## src/inc/ext_irq_pkg.sv

```systemverilog
/*
 * constants, field layouts and carrier types of the external request
 * priority and sense configuration block.
 * assumes one 125 MHz core clock and a 32-bit AXI4-Lite register bus.
 */
// Functional notes
// - ten 8-bit read/write level registers for all sources except NMI.
// - two 3-bit level fields per register, bits 2:0 and 6:4, 0..7.
// - field code is a binary level, 000 lowest, 111 highest.
// - every level bit resets to 1, so fields start at level 7.
// - bits 7 and 3 of level registers read 0, writes ignored.
// - gate bit n allows external request n only while 1; resets 0; code gates arbitration only, not flag or IRQ_OUT.
// - 16-bit detect select, 2 bits per input, reset 00; inputs 5..3.
// - detect code 00 requests while the pin is low.
// - detect code 01 requests on each falling pin edge.
// - detect code 10 requests on each rising pin edge.
// - detect code 11 requests on both pin edges.
// - inputs 2, 1, 0 use detect bits 5:4, 3:2, 1:0.
// - flag sets on condition; clears by read-1-write-0 or on entry.
// - NMI has fixed level 8 above all others, always accepted.
// - equal levels resolve by default order, lower vector wins.
package ext_irq_pkg;

  localparam int unsigned NUM_INPUTS  = 6;
  localparam int unsigned NUM_LEVEL_R = 10;
  localparam int unsigned ADDR_W      = 12;

  // byte offsets of the register map
  localparam logic [11:0] OFS_LEVEL_A   = 12'h000;
  localparam logic [11:0] OFS_GATE      = 12'h028;
  localparam logic [11:0] OFS_DETECT    = 12'h02c;
  localparam logic [11:0] OFS_FLAGS     = 12'h030;
  localparam logic [11:0] OFS_EV_STATUS = 12'h034;
  localparam logic [11:0] OFS_EV_MASK   = 12'h038;
  localparam logic [11:0] OFS_ARB       = 12'h03c;

  // level register layout
  localparam logic [7:0] LEVEL_RESET    = 8'h77;
  localparam logic [7:0] LEVEL_WR_MASK  = 8'h77;
  localparam int unsigned LOWER_POS     = 0;
  localparam int unsigned UPPER_POS     = 4;

  localparam logic [7:0]  GATE_RESET    = 8'h00;
  localparam logic [7:0]  GATE_WR_MASK  = 8'h3f;
  localparam logic [15:0] DETECT_RESET  = 16'h0000;
  localparam logic [15:0] DETECT_WR_MASK = 16'h0fff;

  localparam logic [1:0] SENSE_LOW  = 2'h0;
  localparam logic [1:0] SENSE_FALL = 2'h1;
  localparam logic [1:0] SENSE_RISE = 2'h2;
  localparam logic [1:0] SENSE_BOTH = 2'h3;

  localparam logic [3:0] NMI_LEVEL  = 4'h8;
  localparam logic [2:0] NMI_SOURCE = 3'h7;

  localparam logic [1:0] RESP_OKAY   = 2'h0;
  localparam logic [1:0] RESP_SLVERR = 2'h2;

  // winner offered to the cpu acceptance logic
  typedef struct packed {
    logic       valid;
    logic [3:0] level;
    logic [2:0] source;
  } req_t;

  // entry acknowledge from the cpu
  typedef struct packed {
    logic       take;
    logic [2:0] source;
  } ack_t;

endpackage : ext_irq_pkg

```

## src/hw/ext_irq_priority_config.sv

```systemverilog
/*
 * external request detection, level registers and arbitration with an
 * AXI4-Lite register slave and one level interrupt output.
 * assumes request pins are asynchronous and the cpu pulses an entry
 * acknowledge naming the source it took.
 */
`timescale 1ns/1ps
module ext_irq_priority_config
#(
  parameter int unsigned NI = ext_irq_pkg::NUM_INPUTS
)
(
  input  wire logic                   CORE_CLK,
  input  wire logic                   RST_N,
  input  wire logic [11:0]            AWADDR,
  input  wire logic                   AWVALID,
  output      logic                   AWREADY,
  input  wire logic [31:0]            WDATA,
  input  wire logic [3:0]             WSTRB,
  input  wire logic                   WVALID,
  output      logic                   WREADY,
  output      logic [1:0]             BRESP,
  output      logic                   BVALID,
  input  wire logic                   BREADY,
  input  wire logic [11:0]            ARADDR,
  input  wire logic                   ARVALID,
  output      logic                   ARREADY,
  output      logic [31:0]            RDATA,
  output      logic [1:0]             RRESP,
  output      logic                   RVALID,
  input  wire logic                   RREADY,
  input  wire logic [NI-1:0]          REQ_PIN_IN,
  input  wire logic                   NMI_PIN_IN,
  input  wire ext_irq_pkg::ack_t      ENTRY_ACK,
  output      ext_irq_pkg::req_t      ARB_REQ,
  output      logic                   IRQ_OUT
);

  logic [7:0]      level_r [ext_irq_pkg::NUM_LEVEL_R];
  logic [7:0]      gate_r;
  logic [15:0]     detect_r;
  logic [NI-1:0]   flags_r;
  logic [NI-1:0]   armed_r;
  logic [NI:0]     ev_status_r;
  logic [NI:0]     ev_mask_r;
  logic [NI-1:0]   sync1_r;
  logic [NI-1:0]   sync2_r;
  logic [NI-1:0]   sync3_r;
  logic [NI-1:0]   stable_r;
  logic [NI-1:0]   prev_r;
  logic [2:0]      nmi_sync_r;
  logic            nmi_stable_r;
  logic            nmi_prev_r;
  logic            nmi_pend_r;
  logic [NI-1:0]   cond;
  logic [NI-1:0]   entry_clr;
  logic [NI-1:0]   sw_clr;
  logic            nmi_event;
  logic [NI:0]     ev_set;
  logic [NI:0]     ev_clr;
  ext_irq_pkg::req_t arb_nxt;
  ext_irq_pkg::req_t arb_r;

  logic            aw_have_r;
  logic            w_have_r;
  logic [11:0]     aw_addr_r;
  logic [31:0]     w_data_r;
  logic [3:0]      w_strb_r;
  logic            bvalid_r;
  logic [1:0]      bresp_r;
  logic            rvalid_r;
  logic [1:0]      rresp_r;
  logic [31:0]     rdata_r;
  logic            wr_fire;
  logic            rd_fire;

  // byte-lane merge for registers up to 16 bits wide
  function automatic logic [15:0] merge16(input logic [15:0] old_v,
                                          input logic [31:0] new_v,
                                          input logic [3:0]  strb,
                                          input logic [15:0] wmask);
    logic [15:0] lanes;
    lanes = {{8{strb[1]}}, {8{strb[0]}}} & wmask;
    merge16 = (old_v & ~lanes) | (new_v[15:0] & lanes);
  endfunction : merge16

  // binary code is the level number
  function automatic logic [2:0] level_of(input int unsigned src,
                                          input logic [7:0] regv);
    level_of = src[0] ? regv[ext_irq_pkg::LOWER_POS +: 3]
                      : regv[ext_irq_pkg::UPPER_POS +: 3];
  endfunction : level_of

  function automatic logic mapped(input logic [11:0] a);
    mapped = (a[1:0] == 2'h0) && (a <= ext_irq_pkg::OFS_ARB);
  endfunction : mapped

  // ---------------- write channel ----------------
  assign AWREADY = !aw_have_r;
  assign WREADY  = !w_have_r;
  assign wr_fire = aw_have_r && w_have_r && !bvalid_r;

  always_ff @(posedge CORE_CLK)
  begin
    if (!RST_N)
    begin
      aw_have_r <= 1'b0;
      aw_addr_r <= 12'h000;
    end
    else if (AWVALID && !aw_have_r)
    begin
      aw_have_r <= 1'b1;
      aw_addr_r <= AWADDR;
    end
    else if (wr_fire)
      aw_have_r <= 1'b0;
  end

  always_ff @(posedge CORE_CLK)
  begin
    if (!RST_N)
    begin
      w_have_r <= 1'b0;
      w_data_r <= 32'h0000_0000;
      w_strb_r <= 4'h0;
    end
    else if (WVALID && !w_have_r)
    begin
      w_have_r <= 1'b1;
      w_data_r <= WDATA;
      w_strb_r <= WSTRB;
    end
    else if (wr_fire)
      w_have_r <= 1'b0;
  end

  always_ff @(posedge CORE_CLK)
  begin
    if (!RST_N)
    begin
      bvalid_r <= 1'b0;
      bresp_r  <= ext_irq_pkg::RESP_OKAY;
    end
    else if (wr_fire)
    begin
      bvalid_r <= 1'b1;
      bresp_r  <= mapped(aw_addr_r) ? ext_irq_pkg::RESP_OKAY
                                    : ext_irq_pkg::RESP_SLVERR;
    end
    else if (BREADY)
      bvalid_r <= 1'b0;
  end

  assign BVALID = bvalid_r;
  assign BRESP  = bresp_r;

  generate
    for (genvar g = 0; g < ext_irq_pkg::NUM_LEVEL_R; g++)
    begin : g_level
      always_ff @(posedge CORE_CLK)
      begin
        if (!RST_N)
          level_r[g] <= ext_irq_pkg::LEVEL_RESET;
        else if (wr_fire && aw_addr_r ==
                 ext_irq_pkg::OFS_LEVEL_A + 12'(4 * g))
          level_r[g] <= 8'(merge16({8'h00, level_r[g]}, w_data_r,
                                   w_strb_r,
                                   {8'h00, ext_irq_pkg::LEVEL_WR_MASK}));
      end
    end
  endgenerate

  always_ff @(posedge CORE_CLK)
  begin
    if (!RST_N)
      gate_r <= ext_irq_pkg::GATE_RESET;
    // bits 7:6 ignored should software break the convention
    else if (wr_fire && aw_addr_r == ext_irq_pkg::OFS_GATE)
      gate_r <= 8'(merge16({8'h00, gate_r}, w_data_r, w_strb_r,
                           {8'h00, ext_irq_pkg::GATE_WR_MASK}));
  end

  always_ff @(posedge CORE_CLK)
  begin
    if (!RST_N)
      detect_r <= ext_irq_pkg::DETECT_RESET;
    else if (wr_fire && aw_addr_r == ext_irq_pkg::OFS_DETECT)
      detect_r <= merge16(detect_r, w_data_r, w_strb_r,
                          ext_irq_pkg::DETECT_WR_MASK);
  end

  always_ff @(posedge CORE_CLK)
  begin
    if (!RST_N)
      ev_mask_r <= '0;
    else if (wr_fire && aw_addr_r == ext_irq_pkg::OFS_EV_MASK && w_strb_r[0])
      ev_mask_r <= w_data_r[NI:0];
  end

  // ---------------- read channel ----------------
  assign ARREADY = !rvalid_r;
  assign rd_fire = ARVALID && !rvalid_r;

  always_ff @(posedge CORE_CLK)
  begin
    if (!RST_N)
    begin
      rvalid_r <= 1'b0;
      rresp_r  <= ext_irq_pkg::RESP_OKAY;
      rdata_r  <= 32'h0000_0000;
    end
    else if (rd_fire)
    begin
      rvalid_r <= 1'b1;
      rresp_r  <= mapped(ARADDR) ? ext_irq_pkg::RESP_OKAY
                                 : ext_irq_pkg::RESP_SLVERR;
      rdata_r  <= 32'h0000_0000;
      if (ARADDR < ext_irq_pkg::OFS_GATE && ARADDR[1:0] == 2'h0)
        rdata_r[7:0] <= level_r[ARADDR[5:2]] & ext_irq_pkg::LEVEL_WR_MASK;
      else
      begin
        case (ARADDR)
          ext_irq_pkg::OFS_GATE:      rdata_r[7:0]  <= gate_r;
          ext_irq_pkg::OFS_DETECT:    rdata_r[15:0] <= detect_r;
          ext_irq_pkg::OFS_FLAGS:     rdata_r[NI-1:0] <= flags_r;
          ext_irq_pkg::OFS_EV_STATUS: rdata_r[NI:0] <= ev_status_r;
          ext_irq_pkg::OFS_EV_MASK:   rdata_r[NI:0] <= ev_mask_r;
          ext_irq_pkg::OFS_ARB:       rdata_r[7:0]  <= arb_r;
          default:                    rdata_r       <= 32'h0000_0000;
        endcase
      end
    end
    else if (RREADY)
      rvalid_r <= 1'b0;
  end

  assign RVALID = rvalid_r;
  assign RRESP  = rresp_r;
  assign RDATA  = rdata_r;

  // ---------------- pin synchronisers ----------------
  // three stages, change only when stages two and three agree
  always_ff @(posedge CORE_CLK)
  begin
    if (!RST_N)
    begin
      sync1_r  <= '1;
      sync2_r  <= '1;
      sync3_r  <= '1;
      stable_r <= '1;
      prev_r   <= '1;
    end
    else
    begin
      sync1_r  <= REQ_PIN_IN;
      sync2_r  <= sync1_r;
      sync3_r  <= sync2_r;
      stable_r <= (sync2_r & sync3_r) | (stable_r & (sync2_r ^ sync3_r));
      prev_r   <= stable_r;
    end
  end

  always_ff @(posedge CORE_CLK)
  begin
    if (!RST_N)
    begin
      nmi_sync_r   <= 3'h7;
      nmi_stable_r <= 1'b1;
      nmi_prev_r   <= 1'b1;
    end
    else
    begin
      nmi_sync_r   <= {nmi_sync_r[1:0], NMI_PIN_IN};
      nmi_stable_r <= (nmi_sync_r[1] == nmi_sync_r[2]) ? nmi_sync_r[2]
                                                      : nmi_stable_r;
      nmi_prev_r   <= nmi_stable_r;
    end
  end

  // falling edge on the nmi pin; no gate, always accepted
  assign nmi_event = nmi_prev_r && !nmi_stable_r;

  // ---------------- detection and flags ----------------
  generate
    for (genvar n = 0; n < NI; n++)
    begin : g_detect
      logic [1:0] sense;
      logic       fall;
      logic       rise;
      // inputs 5..3 at 11:10, 9:8, 7:6
      // inputs 2..0 at 5:4, 3:2, 1:0
      assign sense = detect_r[2*n +: 2];
      assign fall  = prev_r[n] && !stable_r[n];
      assign rise  = !prev_r[n] && stable_r[n];

      always_comb
      begin
        case (sense)
          ext_irq_pkg::SENSE_LOW:  cond[n] = !stable_r[n];
          ext_irq_pkg::SENSE_FALL: cond[n] = fall;
          ext_irq_pkg::SENSE_RISE: cond[n] = rise;
          ext_irq_pkg::SENSE_BOTH: cond[n] = fall || rise;
          default:                 cond[n] = 1'b0;
        endcase
      end

      // entry clears edge flags, level flags only with pin high
      assign entry_clr[n] = ENTRY_ACK.take &&
                            ENTRY_ACK.source == 3'(n) &&
                            (sense != ext_irq_pkg::SENSE_LOW ||
                             stable_r[n]);
      // read as 1 earlier, now written 0
      assign sw_clr[n] = wr_fire && aw_addr_r == ext_irq_pkg::OFS_FLAGS &&
                         w_strb_r[0] && !w_data_r[n] && armed_r[n];

      always_ff @(posedge CORE_CLK)
      begin
        if (!RST_N)
          flags_r[n] <= 1'b0;
        // set beats any clear in the same cycle
        else if (cond[n])
          flags_r[n] <= 1'b1;
        else if (sw_clr[n] || entry_clr[n])
          flags_r[n] <= 1'b0;
      end

      always_ff @(posedge CORE_CLK)
      begin
        if (!RST_N)
          armed_r[n] <= 1'b0;
        else if (rd_fire && ARADDR == ext_irq_pkg::OFS_FLAGS)
          armed_r[n] <= flags_r[n];
        else if (sw_clr[n] || !flags_r[n])
          armed_r[n] <= 1'b0;
      end

      assign ev_set[n] = cond[n] && !flags_r[n];
    end
  endgenerate

  // nmi pending until its own entry
  always_ff @(posedge CORE_CLK)
  begin
    if (!RST_N)
      nmi_pend_r <= 1'b0;
    else if (nmi_event)
      nmi_pend_r <= 1'b1;
    else if (ENTRY_ACK.take && ENTRY_ACK.source == ext_irq_pkg::NMI_SOURCE)
      nmi_pend_r <= 1'b0;
  end

  // ---------------- event status and interrupt ----------------
  assign ev_set[NI] = nmi_event;
  assign ev_clr = (wr_fire && aw_addr_r == ext_irq_pkg::OFS_EV_STATUS &&
                   w_strb_r[0]) ? w_data_r[NI:0] : '0;

  always_ff @(posedge CORE_CLK)
  begin
    if (!RST_N)
      ev_status_r <= '0;
    // set wins over write-one-to-clear
    else
      ev_status_r <= (ev_status_r & ~ev_clr) | ev_set;
  end

  assign IRQ_OUT = |(ev_status_r & ev_mask_r);

  // ---------------- arbitration ----------------
  // input n takes level register n/2, upper field for even n
  always_comb
  begin
    arb_nxt = '0;
    // scan downward so ties land on the lower index
    for (int i = NI - 1; i >= 0; i--)
    begin
      // only flagged and gated requests compete
      if (flags_r[i] && gate_r[i] &&
          (!arb_nxt.valid ||
           {1'b0, level_of(i, level_r[i / 2])} >= arb_nxt.level))
      begin
        arb_nxt.valid  = 1'b1;
        arb_nxt.level  = {1'b0, level_of(i, level_r[i / 2])};
        arb_nxt.source = 3'(i);
      end
    end
    // level 8 beats every programmable level
    if (nmi_pend_r)
    begin
      arb_nxt.valid  = 1'b1;
      arb_nxt.level  = ext_irq_pkg::NMI_LEVEL;
      arb_nxt.source = ext_irq_pkg::NMI_SOURCE;
    end
  end

  always_ff @(posedge CORE_CLK)
  begin
    if (!RST_N)
      arb_r <= '0;
    else
      arb_r <= arb_nxt;
  end

  assign ARB_REQ = arb_r;

endmodule : ext_irq_priority_config

```

## config.mk

```make
export PLATFORM = sky130hd
export DESIGN_NAME = ext_irq_priority_config
export DESIGN_NICKNAME = d
export VERILOG_FILES = /design/src/inc/ext_irq_pkg.sv /design/src/hw/ext_irq_priority_config.sv
export SDC_FILE = /design/constraint.sdc
export NUM_CORES = 1
export LEC_CHECK = 0
export ABC_CLOCK_PERIOD_IN_PS = 10000
export BUFFER_PORTS_ARGS = -buffer_cell sky130_fd_sc_hd__buf_2
export CAP_MARGIN = 25
export CORE_MARGIN = 2
export CORE_UTILIZATION = 45
export DETAILED_ROUTE_END_ITERATION = 8
export HOLD_SLACK_MARGIN = 0.02
export PLACE_DENSITY = 0.65
export SYNTH_ARGS = -nofsm -noshare
export SYNTH_HDL_FRONTEND = slang
export SYNTH_SLANG_ARGS = --single-unit
```

## constraint.sdc

```tcl
create_clock -name CORE_CLK -period 10 [get_ports CORE_CLK]
set_clock_uncertainty 0.2 [all_clocks]
set_input_delay 2 -clock CORE_CLK [delete_from_list [all_inputs] [get_ports CORE_CLK]]
set_output_delay 2 -clock CORE_CLK [all_outputs]
set_load 0.03 [all_outputs]
```

-- After elaboration in Yosys (flattened, before gate mapping)
Memory sizes are Yosys's and may differ from the RTL's.
Cells that the tools add are included.
- register bits: 164
- bits in writable memories: 80
- word-level logic and storage cells: 418
- memories: 1
- memories (memory ; words ; width ; read ports ; clocked after memory_dff ; wr ports ; RTL line ; RTL):
    level_r ; 10 ; 8 ; 11 ; 0 ; 10 ; ext_irq_priority_config.sv:39 ; logic [7:0] level_r [ext_irq_pkg::NUM_LEVEL_R];
- $lt $le $gt $ge: 8
- eq/ne operators: 45
- mux-type cells: 96
- bitwise logic cells: 49
- reduce and logical (&&, ||, !) cells: 180
- operator list (kind ; number):
    $mux W8 ; 20
    $eq A12 B6 Y1 const B ; 13
    $and A8 B8 Y8 ; 11
    $or A8 B8 Y8 ; 11
    $logic_and A1 B1 Y1 ; 82
    $mux W1 ; 64
    $eq A12 B5 Y1 const B ; 4
    $reduce_bool A2 Y1 ; 23
    $pmux W6 S6 ; 1
    $logic_not A1 Y1 ; 34
    $logic_or A1 B1 Y1 ; 29
    $eq A12 B4 Y1 const B ; 2
    $eq A2 B2 Y1 const B ; 12
    $le A12 B6 Y1 const B ; 2
    $pmux W1 S4 ; 6
    $ge A3 B4 Y1 ; 5
    $and A16 B12 Y16 ; 1
    $and A16 B16 Y16 ; 1
    $logic_not A2 Y1 ; 8
    $not A12 Y16 ; 1
    $or A16 B16 Y16 ; 1
    $and A7 B7 Y7 ; 2
    $and A6 B6 Y6 ; 2
    $eq A12 B3 Y1 const B ; 1
    24 further kinds ; 42

-- Longest topological paths before layout
Gate-level depths: netlist of run 1.
- depth in word-level cells: 23
- depth in mapped cells: 34
- gate-level depth less buffers: 33

-- Least setup slack after synthesis of run 1
OpenSTA, ideal clock, no wires.
- kind: register to register
- from: mem level_r[2][0]
- to: reg arb_r (netlist bit ARB_REQ[0])
- arrival: 6.644 ns
- required time: 9.742 ns
- setup slack: 3.098 ns
- cell stages (with the launch flop): 33
- buffers on the path: 0
- period minus slack after synthesis: 6.902 ns
- cells stage by stage: edfxtp_1 > and3_1 > ha_1 > nand2b_1 > a2111oi_4 > a311oi_2 > a22o_1 > ha_1 > or3b_2 > a211oi_1 > nor2_1 > a221oi_1 > nor2_1 > ha_1 > nand2b_1 > a21oi_1 > o21ai_1 > o31a_1 > inv_1 > ha_1 > nand2b_1 > a21o_1 > a221o_1 > nand2_1 > nor2_1 > a21oi_1 > ha_1 > nand2b_1 > a21o_1 > a21oi_1 > a21o_1 > a21boi_0 > o21a_1
- RTL lines (what ; RTL line ; RTL):
    start, declared ; ext_irq_priority_config.sv:39 ;
    end signal, assigned ; ext_irq_priority_config.sv:400 ; arb_r <= arb_nxt;
    end, declared ; ext_irq_priority_config.sv:62 ; ext_irq_pkg::req_t arb_r;

-- Worst setup path in the final report of run 1
- from: reg flags_r[5]
- to: reg arb_r (netlist bit ARB_REQ[4])
- word-level cells in the longest chain between the ends: 22
- elaborated cells between the ends (all ways): 27
- those cells by class: order compare (5); mux (6); reduce/logical (16)
- RTL lines (what ; RTL line ; RTL):
    start, declared ; ext_irq_priority_config.sv:42 ; logic [NI-1:0] flags_r;
    start signal, assigned by index ; ext_irq_priority_config.sv:319 ; flags_r[n] <= 1'b0;
    start signal, assigned by index ; ext_irq_priority_config.sv:322 ; flags_r[n] <= 1'b1;
    start signal, assigned by index ; ext_irq_priority_config.sv:324 ; flags_r[n] <= 1'b0;
    $logic_and A1 B1 Y1 * ; ext_irq_priority_config.sv:377 ; if (flags_r[i] && gate_r[i] &&
    $mux W8 * ; ext_irq_priority_config.sv:377 ;
    $ge A3 B4 Y1 or $logic_not A1 Y1 (tied branches) ; ext_irq_priority_config.sv:379, ext_irq_priority_config.sv:378 ;
    $logic_or A1 B1 Y1 ; ext_irq_priority_config.sv:378 ; (!arb_nxt.valid ||
    $logic_and A1 B1 Y1 ; ext_irq_priority_config.sv:377 ;
    $mux W8 * ; ext_irq_priority_config.sv:377 ;
    $ge A3 B4 Y1 or $logic_not A1 Y1 (tied branches) ; ext_irq_priority_config.sv:379, ext_irq_priority_config.sv:378 ;
    $logic_or A1 B1 Y1 ; ext_irq_priority_config.sv:378 ;
    [... 6 more ...] ; -- ;
    $ge A3 B4 Y1 or $logic_not A1 Y1 (tied branches) ; ext_irq_priority_config.sv:379, ext_irq_priority_config.sv:378 ;
    $logic_or A1 B1 Y1 ; ext_irq_priority_config.sv:378 ;
    $logic_and A1 B1 Y1 ; ext_irq_priority_config.sv:377 ;
    $mux W8 * ; ext_irq_priority_config.sv:377 ;
    $ge A3 B4 Y1 or $logic_not A1 Y1 (tied branches) ; ext_irq_priority_config.sv:379, ext_irq_priority_config.sv:378 ;
    $logic_or A1 B1 Y1 ; ext_irq_priority_config.sv:378 ;
    $logic_and A1 B1 Y1 ; ext_irq_priority_config.sv:377 ;
    $mux W8 * ; ext_irq_priority_config.sv:377 ;
Mark *: on every way between the ends. The rest lies on a longest branch, timed or not.
A chain may end at the register's enable or synchronous reset.

==> results of run 1 <==
[area by class of cell]
type | instances | area [um^2]
multi-input combinational | 740 | 4840
clock buffer | 21 | 450.4
timing repair buffer | 90 | 465.4
fill | 1935 | 10320
sequential | 192 | 4446
clock inverter | 11 | 123.9
inverter | 27 | 101.3
tap | 275 | 344.1
[metal layers]
| layer | share of wire | wire [um] | vias to the layer above | global-route usage |
|---|---|---|---|---|
| li1 | - | - | 3648 | - |
| met1 | 0.48 | 11420 | 3451 | 0.3121 |
| met2 | 0.43 | 10280 | 252 | 0.3152 |
| met3 | 0.066 | 1569 | 29 | 0.04217 |
| met4 | 0.018 | 427 | 0 | 0.06916 |
| met5 | 0 | 0 | - | 0 |
[metrics by stage]
step / instance area, um^2 / std cells
6_report: 10770 / 1356
2_1_floorplan: 9798 / 1036
4_1_cts: 10760 / 1354
3_5_place_dp: 10180 / 1322
3_3_place_gp: 10180 / 1321
5_1_grt: 10770 / 1356
[cells in the final DEF, fill, tap and decap left out, types with 33 or more instances in the layout]
cell type and count:
o21ai_0 43, nand2b_1 83, edfxtp_1 60, nor2_1 33
dfxtp_1 131, nor2b_1 36, nand3_1 78, nand2_1 154
ha_1 33, a21boi_0 45, buf_2 84
[flip-flops by register name, indices dropped and copies added, names as in the netlist, 2 cells and up, named ones only]
name	flops
ev_mask_r	7
prev_r	6
sync1_r	6
nmi_sync_r	3
ev_status_r	7
RDATA	12
level_r	60
stable_r	6
ARB_REQ	8
sync2_r	6
aw_addr_r	12
armed_r	6
w_strb_r	2
sync3_r	6
w_data_r	12
flags_r	6
[worst paths after layout]
path / from / end / slack (ns) / cells past startpoint
worst max-delay path: flags_r[5] / ARB_REQ[4] / 2.14 / 32
worst min-delay path: sync1_r[1] / sync2_r[1] / 0.21 / 1
worst max register to register: flags_r[5] / ARB_REQ[4] / 2.14 / 32
worst min register to register: sync1_r[1] / sync2_r[1] / 0.21 / 1
[worst max-delay path: cells and delay by family, from the launching register on]
family	cells	cell delay [ns]
fa+ha+maj	5	1.27
flops	1	0.59
buf+inv	1	0.06
compound gates	15	3.68
simple gates	11	1.97
[power by group through the flow]
stage / sequential (uW) / combinational, uW / clock [uW]
final: 835 / 127 / 674
after global routing: 838 / 141 / 713
after CTS: 835 / 128 / 684
after detailed placement: 853 / 127 / 0
after global placement: 853 / 125 / 0
after floorplan: 848 / 100 / 0
[kinds of logic (layout without fill, tap and decap cells)]
kind of cell	after synthesis	in the layout	share of synthesized area
and+or+nand+nor	443	443	0.2378
DFF	192	192	0.4573
muxes	47	47	0.06514
AOI/OAI and AO/OA	195	195	0.1441
adders and majority gates	33	33	0.04248
other	1	22	0.0003858
buffers and inverters	104	149	0.05291
[cells in the mapped netlist (3+ instances only)]
library cell  number  area share
nor2b_1           36       0.023
nor2_2             4      0.0026
inv_1             27       0.010
a21oi_1           15      0.0077
o21ai_0           43       0.022
o211ai_1           8      0.0062
o211a_1            4      0.0041
buf_4             26       0.020
buf_1              3      0.0012
a31oi_1            3      0.0019
mux4_2            12       0.028
o311ai_1           4      0.0036
o31a_1             3      0.0027
a2111oi_0          3      0.0027
a21boi_0          45       0.035
a22oi_1           10      0.0077
a22o_1             5      0.0045
nor3_1             5      0.0026
o2bb2ai_1          4      0.0036
or2_2              4      0.0026
buf_2              7      0.0036
nand3b_1          11      0.0085
a211oi_1          10      0.0077
mux2i_1           25       0.026
a21o_1             6      0.0046
dfxtp_1          132        0.27
nand2b_1          83       0.053
nand4_1            4      0.0026
a222oi_1           4      0.0041
nand2_1          154       0.059
and2_1             9      0.0058
a221oi_1           4      0.0036
nand3_1           78       0.040
mux2_2            10       0.012
clkbuf_1          37       0.014
edfxtp_1          60        0.19
o22a_1             3      0.0027
o21a_1             9      0.0070
nor2_1            33       0.013
ha_1              33       0.042
nand4b_1           3      0.0027
==> metrics.md, run 1 <==
| Metric | Value |
|---|---|
| Peak supply drop | 0.09127 mV |
| Status | completed |
| Setup crit end kind | register |
| DRT Pass-1 Iters | 7 |
| First-pass GRT wire length | 37.03 mm |
| Share of cells above drive strength 1 | 0.1508 |
| Crit path time final | 7.857 ns |
| CP arrival | 8.00 ns |
| CTS hold repair buffers | 0 |
| WP data required | ~10 ns |
| Setup CP Type | reg -> reg |
| Static Leak | 0.003945 uW |
| Vias per cell | between 5 and 6 |
| Flop pwr share | 0.510 |
| Net Sw Frac | 0.2548 |
| Detail Route Antenna Nets | 0 |
| Congestion Overflow GR | 0 |
| Area growth syn-to-layout | 10.81% |
| Main synth FF type | dfxtp_1 |
| CTS clock-pin slew for the worst setup and hold paths | about 0.070 ns |
| Syn avg cell area | 9.576 um^2 |
| Post-Syn Area | 9719 um^2 |
| Max capacitance violation total | 0 |
| RSZ-0062 raised after global routing | no |
| Die Area | between 20000 and 25000 um^2 |
| Layout Nets | 1179 |
| NetSw | between 400 and 500 uW |
| Fin Hold WS | approximately 0.21 ns |
| Seq/Total Area, Yosys | 0.4573 |
| PortBufs | 83 |
| WL per Instance | 17.47 um |
| Worst-Skew Late Latency | 0.44 ns |
| Vias in the first global route | 6776 |
| CTS tree | yes |
| Cell Rows | between 50 and 60 |
| Fmax | between 100 and 150 MHz |
| Placement Setup Slack | ~2.2 ns |
| Clock sinks | 192 |
| Overall power | 1637 uW |
| GP Congestion | slightly below 0.9 |
| Slew HR | 0.4159 |
| Post-synth EDFFs | 60 |
| Kind of start point of the critical path | register |
| Setup TNS | 0 ns |
| GRT Overall Usage | 0.2130 |
| Cts bufs inserted | 17 |
| Fin crit share | 0.7857 |
| Initial DRC Count | roughly 620 |
| Internal power | roughly 1200 uW |
| Postcts setup bufs | 0 |
| PwrDens | 152.0 nW/um^2 |
| Worst Hold Class | reg -> reg |
| DP Wirelength | 16.79 mm |
| Worst-case setup margin in the final layout | 2.143 ns |
| Number of antenna violations at the first check in global routing | 0 |
| Final Hold Vio Count | 0 |
| Die Wd | approximately 150 um |
| H-Tree Depth | 4 |
| Starting Density | 0.4609 |
| Post-synth cell types | 70 |
| Final Core Density | 0.5107 |
| Comb pwr share | 0.078 |
| Fraction of registers with async set/reset | 0 |
| Seq cells post-synth | 192 |
| Cell count after synthesis | 1015 |
| Yosys warning count | 0 |
| Total wire length | ~24 mm |
| CP max FO | 11 |
| Max Slew Vio Count | 0 |
| CP dominant cell by count | ha_1 |
| CTS max path bufs | 2 |
| Worst slew pin tran | approximately 0.87 ns |
| Top Ports | between 100 and 150 |
| Slowest cell on crit path | dfxtp_1 |
| PostCTS Resize Cnt | 0 |
| Placeable Area | around 21000 um^2 |
| Pin count of the biggest net entering global routing | 88 |
| # DRC | 0 |
| Final setup viols | 0 |
| Clock Tree Root | clkbuf_16 |
| Via Count | 7380 |
| Diodes inserted | 0 |
| Die height | 151.0 um |
| Slowest Stage Delay on Critical Path | 0.59 ns |
| Clock share of power | 0.412 |
Power figures use the tool's default switching activity.
==> inputs of run 2 (changes only) <==
- ABC_AREA: unset -> 1
- ABC_CLOCK_PERIOD_IN_PS: 10000 -> 7600
- clock period: 10 -> 7.6 ns (I/O delays scaled with it)
==> metrics.md, run 2 <==
| Metric | Value |
|---|---|
| Post-Syn Area | 9316 um^2 |
| First-pass GRT wire length | 39.60 mm |
| Congestion Overflow GR | 0 |
| Max reg flops | 60 |
| H-Tree Depth | 4 |
| Synth Area in Adders | 0.04432 |
| Placement Setup Slack | 1.093 ns |
| Syn avg cell area | roughly 8.1 um^2 |
| Largest Register | level_r |
| CP dominant cell by count | nand2_1 |
| Via Count | 8005 |
| Synth Area in XOR/XNOR | 0 |
| Cell count after synthesis | 1148 |
| WP data required | between 7 and 8 ns |
| Seq/Total Area, Yosys | 0.4770 |
| Worst-case setup margin in the final layout | a little under 1 ns |
| Main synth FF type | dfxtp_1 |
| Total wire length | roughly 25 mm |
| Worst Hold Class | reg -> reg |
| GP Congestion | 0.8941 |
| Post-synth cell types | 44 |
| Hold Path Sink | sync2_r[1] |
| Commonest non-fill, non-tap cell in the layout | nand2_1 |
| Fin cells | about 1500 |
| WP buf/inv | 9 |
| Placeable Area | 20300 um^2 |
| Area growth syn-to-layout | 12.11% |
| Vias per cell | between 5 and 6 |
| Max Slew Vio Count | 0 |
| Synth Area in Simple Gates | 0.2005 |
| Vias in the first global route | around 7400 |
| Detail Route Antenna Nets | 0 |
| Crit-path leading delay family | simple AND/OR/NAND/NOR gates |
| GRT Overall Usage | 0.2337 |
| Crit path time final | 6.621 ns |
| Post-synthesis mux area share | 0 |
| RSZ-0062 raised after global routing | no |
| Slowest Stage Delay on Critical Path | 0.39 ns |
| DRT Pass-1 Iters | 8 |
| Max capacitance violation total | 0 |
| Postcts setup bufs | 0 |
| Worst r2r src | flags_r[5] |
| CTS max path bufs | 2 |
| CP arrival | 6.77 ns |
| CTS clock-pin slew for the worst setup and hold paths | ~0.07 ns |
| CP max FO | 7 |
| Clock Tree Root | clkbuf_16 |
| CTS hold repair buffers | 0 |
| Setup CP Type | reg -> reg |
| Reg-to-reg endpoint | ARB_REQ[4] |
| Most common cell in the synthesized netlist | nand2_1 |
| Die Wd | 147.9 um |
| Setup slack, reg-to-reg | approximately 1 ns |
| Pin count of the biggest net entering global routing | 85 |
| R2r worst-path depth | 49 |
| CTS tree | yes |
| Diodes inserted | 0 |
| PostCTS Resize Cnt | 0 |
| Die Area | 21870 um^2 |
| Synth area leader | dfxtp_1 |
| Clock sinks | ~190 |
| Post-synth EDFFs | 60 |
| Final Hold Vio Count | 0 |
| Hold_sp | sync1_r[1] |
| Synth top area share | 0.2836 |
| Min-Delay Path Depth | 1 |
| Setup TNS | 0 ns |
| Fmax | between 150 and 200 MHz |
| Starting Density | 0.4589 |
| Synth Area in Compound Gates | 0.1821 |
| Setup crit end kind | register |
| # DRC | 0 |
| Slew HR | 0.4584 |
| # placed instances | between 1000 and 1500 |
| Fraction of registers with async set/reset | 0 |
| Worst slew pin tran | 0.8123 ns |
| Die height | 147.9 um |
| Final setup viols | 0 |
| Status | completed |
| Slowest cell on crit path | dfxtp_1 |
| Share of cells above drive strength 1 | 0.1401 |
| PortBufs | 83 |
| Top Ports | 128 |
| Cell Rows | 52 |
| WL per Instance | 16.75 um |
| Worst-Skew Late Latency | about 0.45 ns |
| PwrDens | around 210 nW/um^2 |
| Seq cells post-synth | 192 |
| Commonest cells post-synth | 205 x nand2_1, 146 x inv_1, 132 x dfxtp_1 |
| DP Wirelength | roughly 19 mm |
| Yosys warning count | 0 |
| Cts bufs inserted | 17 |
| Layout Nets | approximately 1300 |
| Initial DRC Count | about 800 |
| Top cells by area, synth | dfxtp_1 28%, edfxtp_1 19%, nand2_1 8.3% |
| Largest family of logic cells by synthesized area | simple AND/OR/NAND/NOR gates |
| Peak supply drop | 0.1706 mV |
| Most frequent cells in the layout | 205 x nand2_1, 146 x inv_1, 132 x dfxtp_1 |
| Fin crit share | 0.8712 |
| Number of antenna violations at the first check in global routing | 0 |
| Static Leak | 0.004505 uW |
| Kind of start point of the critical path | register |
-- run 2: cell types whose count changed in the layout (fill, tap and decap cells not counted), moves of 25 or more --
cell	previous run	this run
inv_1	27	146
a21oi_1	15	113
nand2b_1	83	0
nand2_1	154	205
o21ai_0	43	90
nor2_1	33	77
a21boi_0	45	3
nor2b_1	36	0
o211ai_1	8	42
mux2i_1	25	0
-- run 2: cell type report --
| cell class | count | area (um^2) |
|---|---|---|
| well taps | 270 | 337.8 |
| inverters | 152 | 570.5 |
| clock inverters | 15 | 168.9 |
| multi-input cells | 766 | 4060 |
| repair buffers | 86 | 437.9 |
| flip-flops and latches | 192 | 4444 |
| fillers | 2014 | 9854 |
| clock buffers | 17 | 425.4 |
-- run 2: where the power goes --
group / switching (uW) / total [uW] / internal (uW)
logic: 141 / 192 / 50.8
clock network: 431 / 900 / 469
registers: 19.2 / 1100 / 1080
total: 592 / 2190 / 1600
-- run 2: how the worst max path moves through the flow --
| stage | to | start | cells past startpoint | slack [ns] |
|---|---|---|---|---|
| final | ARB_REQ[4] | flags_r[5] | 49 | 0.98 |
| after global routing | ARB_REQ[3] | flags_r[5] | 49 | 0.15 |
| after CTS | ARB_REQ[4] | flags_r[5] | 49 | 1.06 |
| after detailed placement | ARB_REQ[4] | flags_r[5] | 49 | 1.09 |
| after global placement | ARB_REQ[3] | flags_r[5] | 48 | 1.25 |
| after floorplan | ARB_REQ[3] | flags_r[5] | 49 | 1.97 |
-- run 2: cells by family after synthesis --
logic type                 after synthesis
buffers and inverters                  211
other                                    1
DFF                                    192
and+or+nand+nor                        415
adders and majority gates               33
AOI/OAI and AO/OA                      296
-- run 2: worst register-to-register path: cells and delay by family (launching register included) --
kind | cells | cell delay (ns)
AOI/OAI and AO/OA | 8 | 1.14
adders and majority gates | 5 | 1.28
buffers and inverters | 9 | 0.73
and+or+nand+nor | 27 | 2.81
DFF | 1 | 0.39
-- run 2: stage by stage --
step	hold slack (ns)	utilization	power, uW	cell area (um^2)
floorplan	0.1925	-	1256	9395
global placement	0.1957	0.4853	1308	9851
detailed placement	0.1975	0.4853	1311	9851
CTS	0.2152	0.5145	2196	10450
global route	0.2237	0.5145	2262	10450
finish	0.2151	0.5145	2191	10450
-- run 2: metal layers --
layer	up-vias	share of wire	track usage
met5	-	0	0
met1	3696	0.46	0.3308
met3	48	0.079	0.04784
met2	298	0.44	0.3565
met4	0	0.024	0.08238
li1	3963	-	-
==> inputs of run 3 (changes only) <==
- ABC_AREA: 1 -> unset
- GPL_TIMING_DRIVEN: unset -> 0
- TNS_END_PERCENT: unset -> 5
==> metrics.md, run 3 (synthesis gave the netlist of run 1 again) <==
| Metric | Value |
|---|---|
| H-Tree Depth | 4 |
| Congestion Overflow GR | 0 |
| Total wire length | 26.24 mm |
| CTS hold repair buffers | 0 |
| Cts bufs inserted | 17 |
| Status | completed |
| Fmax | 137.5 MHz |
| Fin Hold WS | a little over 0.2 ns |
| Slowest Stage Delay on Critical Path | 0.48 ns |
| PwrDens | 194.1 nW/um^2 |
| GP Congestion | 0.8987 |
| Slew HR | 0.2638 |
| Fin crit share | 0.9571 |
| Detail Route Antenna Nets | 0 |
| Worst-Skew Late Latency | 0.44 ns |
| Peak supply drop | between 0.15 and 0.2 mV |
| PortBufs | 81 |
| Layout Nets | 1257 |
| Max Slew Vio Count | 0 |
| Vias per cell | 5.502 |
| Vias in the first global route | 7080 |
| Overall power | ~2200 uW |
| Setup crit end kind | register |
| Pin count of the biggest net entering global routing | 19 |
| Share of cells above drive strength 1 | 0.1821 |
| Cell Rows | between 50 and 60 |
| Die Wd | 151.0 um |
| Top Ports | 128 |
| Worst Hold Class | reg -> reg |
| Final setup viols | 0 |
| Slowest cell on crit path | edfxtp_1 |
| Area growth syn-to-layout | 16.04% |
| CP dominant cell by count | ha_1 |
| Largest Register | level_r |
| Final Hold Vio Count | 0 |
| CP max FO | 7 |
| Static Leak | 0.004208 uW |
| Setup TNS | 0 ns |
| Setup CP Type | reg -> reg |
| Placeable Area | 21090 um^2 |
| Starting Density | 0.4609 |
| DP Wirelength | 19.60 mm |
| Worst slew pin tran | 1.077 ns |
| GRT Overall Usage | 0.2312 |
| Number of antenna violations at the first check in global routing | 1 |
| CTS tree | yes |
| # DRC | 0 |
| First-pass GRT wire length | 39.61 mm |
| Max reg flops | 60 |
| Most frequent cells in the layout | 153 x nand2_1, 131 x dfxtp_1, 87 x buf_2 |
| Die height | 151.0 um |
| WL per Instance | around 18 um |
| Final Core Density | 0.5348 |
| Clock sinks | 192 |
| Clock Tree Root | clkbuf_16 |
| WP data required | 7.78 ns |
| Initial DRC Count | 743 |
| Kind of start point of the critical path | register |
| Crit path time final | 7.274 ns |
| Commonest non-fill, non-tap cell in the layout | nand2_1 |
| CTS max path bufs | 2 |
| CP arrival | 7.45 ns |
| Max capacitance violation total | 0 |
| DRT Pass-1 Iters | 5 |
| CTS clock-pin slew for the worst setup and hold paths | 0.08 ns |
| Die Area | between 20000 and 25000 um^2 |
| Via Count | slightly below 8000 |
## run 3: cell count changes in the layout (fill, tap and decap cells not counted), sizes merged, moves of 51 or more
cell / previous run / this run
nand2b: 0 / 83
o21ai: 96 / 45
nor2: 93 / 37
nand2: 207 / 154
a21oi: 113 / 15
inv: 160 / 35
## run 3: final timing paths
check | endpoint | start | slack (ns) | depth (start not counted)
hold reg to reg | sync2_r[5] | sync1_r[5] | 0.20 | 1
setup / recovery | ARB_REQ[0] | level_r[2][0] | 0.33 | 33
setup reg to reg | ARB_REQ[0] | level_r[2][0] | 0.33 | 33
hold / removal | sync2_r[5] | sync1_r[5] | 0.20 | 1
## run 3: area by class of cell
type	instances	area (um^2)
timing repair buffer	91	480.5
clock inverter	12	141.4
clock buffer	20	436.7
fill	1957	9809
tap	275	344.1
sequential	192	4446
buffer	77	419.2
antenna	1	2.502
multi-input combinational	740	4907
inverter	27	101.3
## run 3: worst max-delay path: cells and delay by family, from the launching register on
| kind | cells | cell delay, ns |
|---|---|---|
| simple gates | 12 | 2.10 |
| buf+inv | 1 | 0.06 |
| fa+ha+maj | 5 | 1.25 |
| compound gates | 15 | 3.15 |
| flops | 1 | 0.48 |
## run 3: power by group
part,leakage (uW),switching [uW],internal [uW]
clock,0.000283,430,469
combinational,0.00244,125,71.4
sequential,0.00148,18.8,1080
total,0.00421,574,1620
## run 3: stage by stage
stage                     setup slack [ns]  area, um^2  cells
after floorplan                     0.6977        9798   1036
after global placement             -0.2109       10550   1392
after detailed placement           -0.2749       10550   1392
after CTS                          0.03832       11150   1424
after global routing              -0.05701       11280   1434
final                               0.3263       11280   1435
## run 3: layer usage
metal  share of wire  wire length (um)  GRT usage
met1            0.45             11830     0.3202
met2            0.46             12050     0.3702
met3           0.079              2071    0.04819
met4           0.011               289    0.05981
met5               0                 0          0
## run 3: timing repair
item | in CTS | in global routing
setup endpoints to repair | 6 | 6
endpoints found under the hold margin | 0 | 0
resized for setup | 6 | 14
setup buffers | 0 | 8
pin swaps | 1 | 5
